**config.mk**
```make
export PLATFORM = sky130hd
export DESIGN_NAME = reset_state_init
export DESIGN_NICKNAME = d
export VERILOG_FILES = /design/src/common/reset_state_init_pkg.sv /design/src/hw/reset_state_init.sv
export SDC_FILE = /design/constraint.sdc
export NUM_CORES = 1
export LEC_CHECK = 0
export BUFFER_PORTS_ARGS = -buffer_cell sky130_fd_sc_hd__buf_2
export CAP_MARGIN = 40
export CORE_UTILIZATION = 45
export CTS_CLUSTER_SIZE = 28
export DETAILED_ROUTE_END_ITERATION = 6
export MAX_ROUTING_LAYER = met4
export PLACE_DENSITY = 0.71
export SETUP_SLACK_MARGIN = 0.05
export SLEW_MARGIN = 20
export SYNTH_ARGS = -nofsm -noshare
export SYNTH_HDL_FRONTEND = slang
export SYNTH_SLANG_ARGS = --single-unit
```
**constraint.sdc**
```tcl
create_clock -name clk -period 4.6 [get_ports clk]
set_input_delay 0 -clock clk [delete_from_list [all_inputs] [get_ports clk]]
set_output_delay 0 -clock clk [all_outputs]
set_load 0.02 [all_outputs]
```
**src/common/reset_state_init_pkg.sv**
```systemverilog
// constants, types and per-register reset tables for the reset-state initialiser
// assumes byte addressing on a 32-bit apb bus, one register per aligned word
//
// Behaviour
// - status holds watchdog-expiry and sleep-entry flags
// - power-on reset clears both status flags
// - pin or dip reset when awake: flags unchanged
// - watchdog reset when awake: expiry flag set
// - watchdog reset asleep: both flags set
// - power-on reset forces program counter zero
// - power-on reset disables all interrupts
// - power-on clears watchdog, counting restarts
// - power-on stops timers, clears timer prescaler
// - power-on makes every port pin input
// - power-on points stack pointer at top
// - program counter low cleared on every reset
// - watchdog reset asleep keeps other registers
// - pin reset asleep gives flags 01
// - period select 111, timer0 control 08
// - clear interrupt controls, counters stay undefined
// - working and table registers: power-on only
// - watchdog asleep clears pc and stack
package reset_state_init_pkg;

	// ***************************************************************
	// register indices (byte address is four times the index)
	// ***************************************************************
	localparam int unsigned NREG_CORE = 19;
	localparam int unsigned NREG_ALL  = 22;
	localparam int unsigned ADDR_W    = 8;

	localparam logic [4:0] IDX_PCL     = 5'h00;
	localparam logic [4:0] IDX_PTR0    = 5'h01;
	localparam logic [4:0] IDX_PTR1    = 5'h02;
	localparam logic [4:0] IDX_BANK    = 5'h03;
	localparam logic [4:0] IDX_WORK    = 5'h04;
	localparam logic [4:0] IDX_TABLE_READ_POINTER    = 5'h05;
	localparam logic [4:0] IDX_TABLE_READ_HIGH_BYTE    = 5'h06;
	localparam logic [4:0] IDX_WATCHDOG_PERIOD_SELECT    = 5'h07;
	localparam logic [4:0] IDX_STATUS  = 5'h08;
	localparam logic [4:0] IDX_INTERRUPT_CONTROL_0   = 5'h09;
	localparam logic [4:0] IDX_INTERRUPT_CONTROL_1   = 5'h0a;
	localparam logic [4:0] IDX_MULTIFUNCTION_IRQ_CONTROL    = 5'h0b;
	localparam logic [4:0] IDX_TIMER0_COUNT    = 5'h0c;
	localparam logic [4:0] IDX_TIMER0_CONTROL   = 5'h0d;
	localparam logic [4:0] IDX_TIMER1_COUNT    = 5'h0e;
	localparam logic [4:0] IDX_TIMER1_CONTROL   = 5'h0f;
	localparam logic [4:0] IDX_TIMER2_COUNT_LOW   = 5'h10;
	localparam logic [4:0] IDX_TIMER2_COUNT_HIGH   = 5'h11;
	localparam logic [4:0] IDX_TIMER2_CONTROL   = 5'h12;
	localparam logic [4:0] IDX_CAUSE   = 5'h13;
	localparam logic [4:0] IDX_MASK    = 5'h14;
	localparam logic [4:0] IDX_CONTROL = 5'h15;

	// ***************************************************************
	// field positions and reset values
	// ***************************************************************
	localparam int unsigned STATUS_EXPIRY_BIT = 5;
	localparam int unsigned STATUS_SLEEP_BIT  = 4;
	localparam logic [7:0]  STATUS_SW_MASK    = 8'h0f;

	localparam int unsigned CAUSE_W          = 4;
	localparam int unsigned CAUSE_PIN_BIT    = 0;
	localparam int unsigned CAUSE_DIP_BIT    = 1;
	localparam int unsigned CAUSE_WDT_BIT    = 2;
	localparam int unsigned CAUSE_WATCHDOG_PERIOD_SELECT_BIT   = 3;
	localparam logic [3:0]  MASK_RESET       = 4'h0;

	localparam int unsigned CTRL_DIP_EN_BIT  = 0;
	localparam int unsigned CTRL_WDT_EN_BIT  = 1;
	localparam int unsigned CTRL_CLASS_LSB   = 4;
	localparam logic [1:0]  CONTROL_RESET    = 2'h3;

	typedef enum logic [2:0] {
		CLS_NONE,
		CLS_PIN_AWAKE,
		CLS_PIN_ASLEEP,
		CLS_WDT_AWAKE,
		CLS_WDT_ASLEEP
	} reset_class_type;

	// one-cycle actions handed to the core, timers, ports and watchdog
	typedef struct packed {
		logic pc_clear;
		logic stack_top;
		logic irq_off;
		logic wdt_clear;
		logic timers_off;
		logic prescaler_clear;
		logic ports_input;
	} restart_type;

	// implemented bits of each core register
	function automatic logic [7:0] impl_mask(input logic [4:0] idx);
		case (idx)
			IDX_BANK:   impl_mask = 8'h1f;
			IDX_WATCHDOG_PERIOD_SELECT:   impl_mask = 8'h07;
			IDX_STATUS: impl_mask = 8'h3f;
			IDX_INTERRUPT_CONTROL_0:  impl_mask = 8'h7f;
			IDX_INTERRUPT_CONTROL_1:  impl_mask = 8'h77;
			IDX_MULTIFUNCTION_IRQ_CONTROL:   impl_mask = 8'h77;
			IDX_TIMER1_CONTROL:  impl_mask = 8'hf8;
			IDX_TIMER2_CONTROL:  impl_mask = 8'hf8;
			default:    impl_mask = 8'hff;
		endcase
	endfunction

	// value loaded by a full reset; undefined registers take zero at power-on
	function automatic logic [7:0] load_value(input logic [4:0] idx);
		case (idx)
			IDX_WATCHDOG_PERIOD_SELECT:  load_value = 8'h07;
			IDX_TIMER0_CONTROL: load_value = 8'h08;
			IDX_TIMER1_CONTROL: load_value = 8'h08;
			IDX_TIMER2_CONTROL: load_value = 8'h08;
			default:   load_value = 8'h00;
		endcase
	endfunction

	// registers given a defined value by every full reset class
	function automatic logic reloads(input logic [4:0] idx);
		case (idx)
			IDX_PCL, IDX_BANK, IDX_WATCHDOG_PERIOD_SELECT, IDX_INTERRUPT_CONTROL_0, IDX_INTERRUPT_CONTROL_1, IDX_MULTIFUNCTION_IRQ_CONTROL,
			IDX_TIMER0_CONTROL, IDX_TIMER1_CONTROL, IDX_TIMER2_CONTROL: reloads = 1'b1;
			default:                         reloads = 1'b0;
		endcase
	endfunction

endpackage

```
**src/hw/reset_state_init.sv**
```systemverilog
// reset-state initialiser: classifies each reset and loads the core registers
// assumes watchdog, sleep and flag inputs come from logic on clk; the reset pin
// and supply monitor are asynchronous; rst_n low is the power-on reset
`timescale 1ns/1ps

module reset_state_init (
	// clock and power-on reset
	input  wire logic                                          clk,
	input  wire logic                                          rst_n,
	// reset sources
	input  wire logic                                          external_clear_pin_n,
	input  wire logic                                          supply_dip_reset,
	input  wire logic                                          watchdog_expiry,
	// core mode and flag events
	input  wire logic                                          sleep_mode,
	input  wire logic                                          sleep_enter,
	input  wire logic                                          flag_clear,
	// apb slave
	input  wire logic                                          psel,
	input  wire logic                                          penable,
	input  wire logic                                          pwrite,
	input  wire logic [reset_state_init_pkg::ADDR_W-1:0]       paddr,
	input  wire logic [31:0]                                   pwdata,
	output logic      [31:0]                                   prdata,
	output logic                                               pready,
	output logic                                               pslverr,
	// core register image and restart actions
	output logic      [reset_state_init_pkg::NREG_CORE-1:0][7:0] core_regs,
	output reset_state_init_pkg::restart_type                  restart,
	output logic                                               irq
);

	// ***************************************************************
	// declarations
	// ***************************************************************
	logic [2:0]                                      pin_sync_q;
	logic [2:0]                                      dip_sync_q;
	logic                                            pin_level_q;
	logic                                            dip_level_q;
	logic                                            pin_fall;
	logic                                            dip_rise;
	reset_state_init_pkg::reset_class_type           cls;
	reset_state_init_pkg::reset_class_type           last_class_q;
	logic [reset_state_init_pkg::NREG_CORE-1:0][7:0] regs_q;
	logic [reset_state_init_pkg::CAUSE_W-1:0]        cause_q;
	logic [reset_state_init_pkg::CAUSE_W-1:0]        cause_d;
	logic [reset_state_init_pkg::CAUSE_W-1:0]        cause_set;
	logic [reset_state_init_pkg::CAUSE_W-1:0]        mask_q;
	logic [reset_state_init_pkg::CAUSE_W-1:0]        mask_d;
	logic [1:0]                                      control_q;
	logic [4:0]                                      idx;
	logic                                            addr_ok;
	logic                                            setup;
	logic                                            access;
	logic                                            wr_en;
	logic                                            rd_en;
	logic [31:0]                                     rdata;
	logic                                            dip_en;
	logic                                            wdt_en;

	assign dip_en = control_q[reset_state_init_pkg::CTRL_DIP_EN_BIT];
	assign wdt_en = control_q[reset_state_init_pkg::CTRL_WDT_EN_BIT];

	// ***************************************************************
	// asynchronous source synchronisers
	// ***************************************************************
	always_ff @(posedge clk) begin
		if (!rst_n) begin
			pin_sync_q  <= 3'h7;
			pin_level_q <= 1'b1;
		end else begin
			pin_sync_q <= {pin_sync_q[1:0], external_clear_pin_n};
			if (pin_sync_q[1] == pin_sync_q[2]) begin
				pin_level_q <= pin_sync_q[2];
			end
		end
	end

	always_ff @(posedge clk) begin
		if (!rst_n) begin
			dip_sync_q  <= 3'h0;
			dip_level_q <= 1'b0;
		end else begin
			dip_sync_q <= {dip_sync_q[1:0], supply_dip_reset};
			if (dip_sync_q[1] == dip_sync_q[2]) begin
				dip_level_q <= dip_sync_q[2];
			end
		end
	end

	// a change counts once second and third stages agree
	assign pin_fall = pin_level_q & ~pin_sync_q[1] & ~pin_sync_q[2];
	assign dip_rise = ~dip_level_q & dip_sync_q[1] & dip_sync_q[2];

	// ***************************************************************
	// reset classification
	// ***************************************************************
	// pin or dip wins over a watchdog expiry in the same cycle
	always_comb begin
		cls = reset_state_init_pkg::CLS_NONE;
		if (pin_fall || (dip_rise && dip_en)) begin
			cls = sleep_mode ? reset_state_init_pkg::CLS_PIN_ASLEEP : reset_state_init_pkg::CLS_PIN_AWAKE;
		end else if (watchdog_expiry && wdt_en) begin
			cls = sleep_mode ? reset_state_init_pkg::CLS_WDT_ASLEEP : reset_state_init_pkg::CLS_WDT_AWAKE;
		end
	end

	always_comb begin
		cause_set = '0;
		cause_set[reset_state_init_pkg::CAUSE_PIN_BIT]  = pin_fall;
		cause_set[reset_state_init_pkg::CAUSE_DIP_BIT]  = dip_rise & dip_en;
		cause_set[reset_state_init_pkg::CAUSE_WDT_BIT]  = (cls == reset_state_init_pkg::CLS_WDT_AWAKE);
		cause_set[reset_state_init_pkg::CAUSE_WATCHDOG_PERIOD_SELECT_BIT] = (cls == reset_state_init_pkg::CLS_WDT_ASLEEP);
	end

	always_ff @(posedge clk) begin
		if (!rst_n) begin
			last_class_q <= reset_state_init_pkg::CLS_NONE;
		end else if (cls != reset_state_init_pkg::CLS_NONE) begin
			last_class_q <= cls;
		end
	end

	// ***************************************************************
	// apb decode
	// ***************************************************************
	assign idx     = paddr[6:2];
	assign addr_ok = (paddr[1:0] == 2'h0) && (paddr[7] == 1'b0)
		&& (idx <= reset_state_init_pkg::IDX_CONTROL);
	assign setup   = psel & ~penable;
	assign access  = psel & penable & pready;
	assign wr_en   = access & pwrite & addr_ok;
	assign rd_en   = access & ~pwrite & addr_ok;

	always_comb begin
		rdata = 32'h0;
		if (idx < reset_state_init_pkg::IDX_CAUSE) begin
			rdata[7:0] = regs_q[idx];
		end else if (idx == reset_state_init_pkg::IDX_CAUSE) begin
			rdata[reset_state_init_pkg::CAUSE_W-1:0] = cause_q;
		end else if (idx == reset_state_init_pkg::IDX_MASK) begin
			rdata[reset_state_init_pkg::CAUSE_W-1:0] = mask_q;
		end else begin
			rdata[1:0] = control_q;
			rdata[reset_state_init_pkg::CTRL_CLASS_LSB +: 3] = last_class_q;
		end
	end

	// no wait state: data captured in setup, pready raised in access
	always_ff @(posedge clk) begin
		if (!rst_n) begin
			pready  <= 1'b0;
			pslverr <= 1'b0;
			prdata  <= 32'h0;
		end else if (setup) begin
			pready  <= 1'b1;
			pslverr <= ~addr_ok;
			prdata  <= (addr_ok && !pwrite) ? rdata : 32'h0;
		end else begin
			pready  <= 1'b0;
			pslverr <= 1'b0;
			prdata  <= 32'h0;
		end
	end

	// ***************************************************************
	// core register file
	// ***************************************************************
	always_ff @(posedge clk) begin
		if (!rst_n) begin
			for (int i = 0; i < reset_state_init_pkg::NREG_CORE; i++) begin
				regs_q[i] <= reset_state_init_pkg::load_value(5'(i));
			end
		end else begin
			if (wr_en && idx < reset_state_init_pkg::IDX_CAUSE) begin
				if (idx == reset_state_init_pkg::IDX_STATUS) begin
					regs_q[idx] <= (regs_q[idx] & ~reset_state_init_pkg::STATUS_SW_MASK)
						| (pwdata[7:0] & reset_state_init_pkg::STATUS_SW_MASK);
				end else begin
					regs_q[idx] <= pwdata[7:0] & reset_state_init_pkg::impl_mask(idx);
				end
			end
			if (flag_clear) begin
				regs_q[reset_state_init_pkg::IDX_STATUS][reset_state_init_pkg::STATUS_EXPIRY_BIT] <= 1'b0;
				regs_q[reset_state_init_pkg::IDX_STATUS][reset_state_init_pkg::STATUS_SLEEP_BIT]  <= 1'b0;
			end
			if (sleep_enter) begin
				regs_q[reset_state_init_pkg::IDX_STATUS][reset_state_init_pkg::STATUS_SLEEP_BIT] <= 1'b1;
			end
			case (cls)
				reset_state_init_pkg::CLS_PIN_AWAKE,
				reset_state_init_pkg::CLS_PIN_ASLEEP,
				reset_state_init_pkg::CLS_WDT_AWAKE: begin
					for (int i = 0; i < reset_state_init_pkg::NREG_CORE; i++) begin
						if (reset_state_init_pkg::reloads(5'(i))) begin
							regs_q[i] <= reset_state_init_pkg::load_value(5'(i));
						end
					end
					if (cls == reset_state_init_pkg::CLS_PIN_ASLEEP) begin
						regs_q[reset_state_init_pkg::IDX_STATUS][reset_state_init_pkg::STATUS_EXPIRY_BIT] <= 1'b0;
						regs_q[reset_state_init_pkg::IDX_STATUS][reset_state_init_pkg::STATUS_SLEEP_BIT]  <= 1'b1;
					end else if (cls == reset_state_init_pkg::CLS_WDT_AWAKE) begin
						regs_q[reset_state_init_pkg::IDX_STATUS][reset_state_init_pkg::STATUS_EXPIRY_BIT] <= 1'b1;
						if (flag_clear && !sleep_enter) begin
							regs_q[reset_state_init_pkg::IDX_STATUS][reset_state_init_pkg::STATUS_SLEEP_BIT] <=
								regs_q[reset_state_init_pkg::IDX_STATUS][reset_state_init_pkg::STATUS_SLEEP_BIT];
						end
					end else begin
						regs_q[reset_state_init_pkg::IDX_STATUS][5:4] <= regs_q[reset_state_init_pkg::IDX_STATUS][5:4];
					end
				end
				reset_state_init_pkg::CLS_WDT_ASLEEP: begin
					regs_q[reset_state_init_pkg::IDX_PCL] <= 8'h00;
					regs_q[reset_state_init_pkg::IDX_STATUS] <= regs_q[reset_state_init_pkg::IDX_STATUS];
					regs_q[reset_state_init_pkg::IDX_STATUS][reset_state_init_pkg::STATUS_EXPIRY_BIT] <= 1'b1;
					regs_q[reset_state_init_pkg::IDX_STATUS][reset_state_init_pkg::STATUS_SLEEP_BIT]  <= 1'b1;
				end
				default: begin
				end
			endcase
		end
	end

	assign core_regs = regs_q;

	// ***************************************************************
	// restart actions
	// ***************************************************************
	always_ff @(posedge clk) begin
		if (!rst_n) begin
			restart <= '1;
		end else begin
			restart <= '0;
			case (cls)
				reset_state_init_pkg::CLS_PIN_AWAKE,
				reset_state_init_pkg::CLS_PIN_ASLEEP,
				reset_state_init_pkg::CLS_WDT_AWAKE: begin
					restart <= '1;
				end
				reset_state_init_pkg::CLS_WDT_ASLEEP: begin
					restart.pc_clear  <= 1'b1;
					restart.stack_top <= 1'b1;
				end
				default: begin
				end
			endcase
		end
	end

	// ***************************************************************
	// cause, mask, control and interrupt
	// ***************************************************************
	// set wins over the read clear
	always_comb begin
		cause_d = cause_q;
		if (rd_en && idx == reset_state_init_pkg::IDX_CAUSE) begin
			cause_d = '0;
		end
		cause_d = cause_d | cause_set;
		mask_d = mask_q;
		if (wr_en && idx == reset_state_init_pkg::IDX_MASK) begin
			mask_d = pwdata[reset_state_init_pkg::CAUSE_W-1:0];
		end
	end

	always_ff @(posedge clk) begin
		if (!rst_n) begin
			cause_q <= '0;
			mask_q  <= reset_state_init_pkg::MASK_RESET;
			irq     <= 1'b0;
		end else begin
			cause_q <= cause_d;
			mask_q  <= mask_d;
			irq     <= |(cause_d & mask_d);
		end
	end

	always_ff @(posedge clk) begin
		if (!rst_n) begin
			control_q <= reset_state_init_pkg::CONTROL_RESET;
		end else if (wr_en && idx == reset_state_init_pkg::IDX_CONTROL) begin
			control_q <= pwdata[1:0];
		end
	end

endmodule

```
==> metrics.yaml <==
outcome: "complete, no violations"
worstPathArrival_ns: 2.68
vdd_drop_max_uv: 256.3
max-cap-violations: 0
root_buffer: "clkbuf_16"
finalSetupViolations: 0
io_pins: 245
worst_pin_slew_ns: 0.9009
drt_iter0_drc: 599
syn-cell-area_um2: 8568
clock_latency_ns: 0.44
yosys.area.top_type: "dfxtp_1"
grt_pass1_vias: 6790
htree_num_levels: 4
maxSlewHeadroom_pct: 39.94
num_rows: 50
synth-edff-count: 0
die_x_um: 140.0
final_common_cell: "buf_2"
ant_nets: 0
yosys_most_used_dff: "dfxtp_1"
fin_crit_ns: 2.344
die_area_um2: 19600
synth.distinct_cells: 72
cts.sinks: 186
drive_gt1_share_pct: 28.70
worst_setup_path_end_kind: "flop"
seq_area_frac_synth_pct: 43.46
worst-path-max-fanout: 9
route.detailed.drc: 0
synthTopCellsByArea: "dfxtp_1 (43%), mux2i_1 (11%), mux4_2 (8.4%)"
ctsLongestPathBuffers: 2
whs_ns: 0.02010
wl_um: 25990
initial_core_util_pct: 45.81
core_area_um2: 18710
dp_hpwl_um: 18700
criticalPathCategory: "flop to flop"
grt_usage_pct: 27.64
synth_top_area_share_pct: 43.46
grt_pass1_wl_um: 39560
syn2layout_area_growth_pct: 20.02
cts_buffers: 17
cts_tree: "built"
via_count: 7092
cp.required_ns: 4.94
grt_max_degree: 50
avgRoutedWirePerCell_um: 20.48
fill_cells: 1715
io_buffers: 196
cts.clk_slew.worst_paths_ns: 0.08
cts_setup_buffers: 0
syn_area_per_cell_um2: 10.16
total_leakage_power_nw: 4.586
drtPass1Iterations: 5
async_flop_share_pct: 0
final-max-slew-violation-count: 0
diodes: 0
fmax_mhz: 426.6
register_area_um2: 3724
final_cell_mix: "buf_2 (196), dfxtp_1 (186), nand2_1 (100)"
synth-seq-cells: 186
p_per_area_nw_per_um2: 330.9
overflow: 0
fin_nets: 1073
finalCritPeriodShare_pct: 50.96
rsz0062_at_grt: "no"
hp-class: "primary input to flop"
cp-start-kind: "flop"
antenna_found_initial: 0
synthCells: 843
hold_violations: 0
setup_tns_ns: 0
gp_congestion: 0.9426
synth_warnings: 0
skew_ns: 0.009181
die_h_um: 140.0
multi_input_area_um2: 4372
vias_per_cell: 5.589
## final timing paths
path | slack (ns) | cells past startpoint | startpoint | endpoint
setup / recovery | 2.26 | 4 | pready | core_regs[121]
hold / removal | 0.02 | 4 | paddr[0] | pslverr
setup reg to reg | 2.26 | 4 | pready | core_regs[121]
hold reg to reg | 0.42 | 1 | pin_sync_q[0] | pin_sync_q[1]
## flip-flops by register name (all words and copies together) (netlist names)
name	flops
pin_sync_q	3
mask_q	4
pin_level_q	1
prdata	8
control_q	2
pready	1
dip_sync_q	3
last_class_q	3
irq	1
cause_q	4
core_regs	152
dip_level_q	1
pslverr	1
restart	2
## metal layers
| layer | global-route usage, % | wire length (um) | vias up |
|---|---|---|---|
| met1 | 35.53 | 11110 | 3440 |
| met5 | - | 0 | - |
| met2 | 42.68 | 12190 | 316 |
| li1 | - | - | 3296 |
| met4 | 9.485 | 665 | 0 |
| met3 | 6.496 | 2025 | 40 |
## worst max-delay path, stage by stage (launching register included)
cell	delay (ns)
dfxtp_1	0.38
nand4_1	0.37
nor2_4	0.39
nand4_1	0.64
and3_1	0.46
## where the power goes
part / internal (mW) / total [mW] / switching (mW)
sequential: 1.62 / 1.62 / 0.00644
clock: 0.790 / 1.53 / 0.735
combinational: 0.0803 / 0.253 / 0.173
total: 2.49 / 3.40 / 0.915
## area by class of cell
cell class | instances | share of cell area [%]
clock buffer | 17 | 4.137
tap | 234 | 2.847
sequential | 186 | 36.21
inverter | 9 | 0.3285
clock inverter | 15 | 1.922
multi-input combinational | 586 | 42.51
timing repair buffer | 222 | 12.05
## kinds of logic after synthesis
logic type | count (synthesis) | synth area share [%]
buf+inv | 94 | 6.527
flops | 186 | 43.46
compound gates | 118 | 9.229
simple gates | 313 | 19.41
mux | 131 | 21.33
other cells | 1 | 0.04377
## synth_stat cells, types with 5 or more instances
master,number
nor2b_1,36
nand3_1,10
a211oi_1,13
nand2b_1,5
mux4_1,7
and3_1,10
dfxtp_1,186
buf_4,38
nand2_1,100
inv_1,7
o21ai_0,13
nor3b_1,9
and2_1,17
a21oi_1,43
a22o_1,8
a21boi_0,6
nor2_1,79
mux4_2,32
buf_2,18
mux2i_1,90
clkbuf_1,20
## repair_timing
action	CTS	global route
hold buffers	17	0
gates resized for setup	0	0
hold endpoints to repair	41	0
## stage by stage
| step | utilization, % | instances | power [mW] | cell area (um2) | setup slack, ns |
|---|---|---|---|---|---|
| finish | 54.98 | 1269 | 3.403 | 10280 | 2.256 |
| detailed placement | 50.66 | 1219 | 1.899 | 9475 | 1.916 |
| CTS | 54.90 | 1268 | 3.423 | 10270 | 2.315 |
| floorplan | - | 866 | 1.853 | 8655 | 2.731 |
| global placement | 50.55 | 1218 | 1.895 | 9455 | 1.920 |
| global route | 54.98 | 1269 | 3.506 | 10280 | 2.166 |
(Power assumes the default switching activity.)
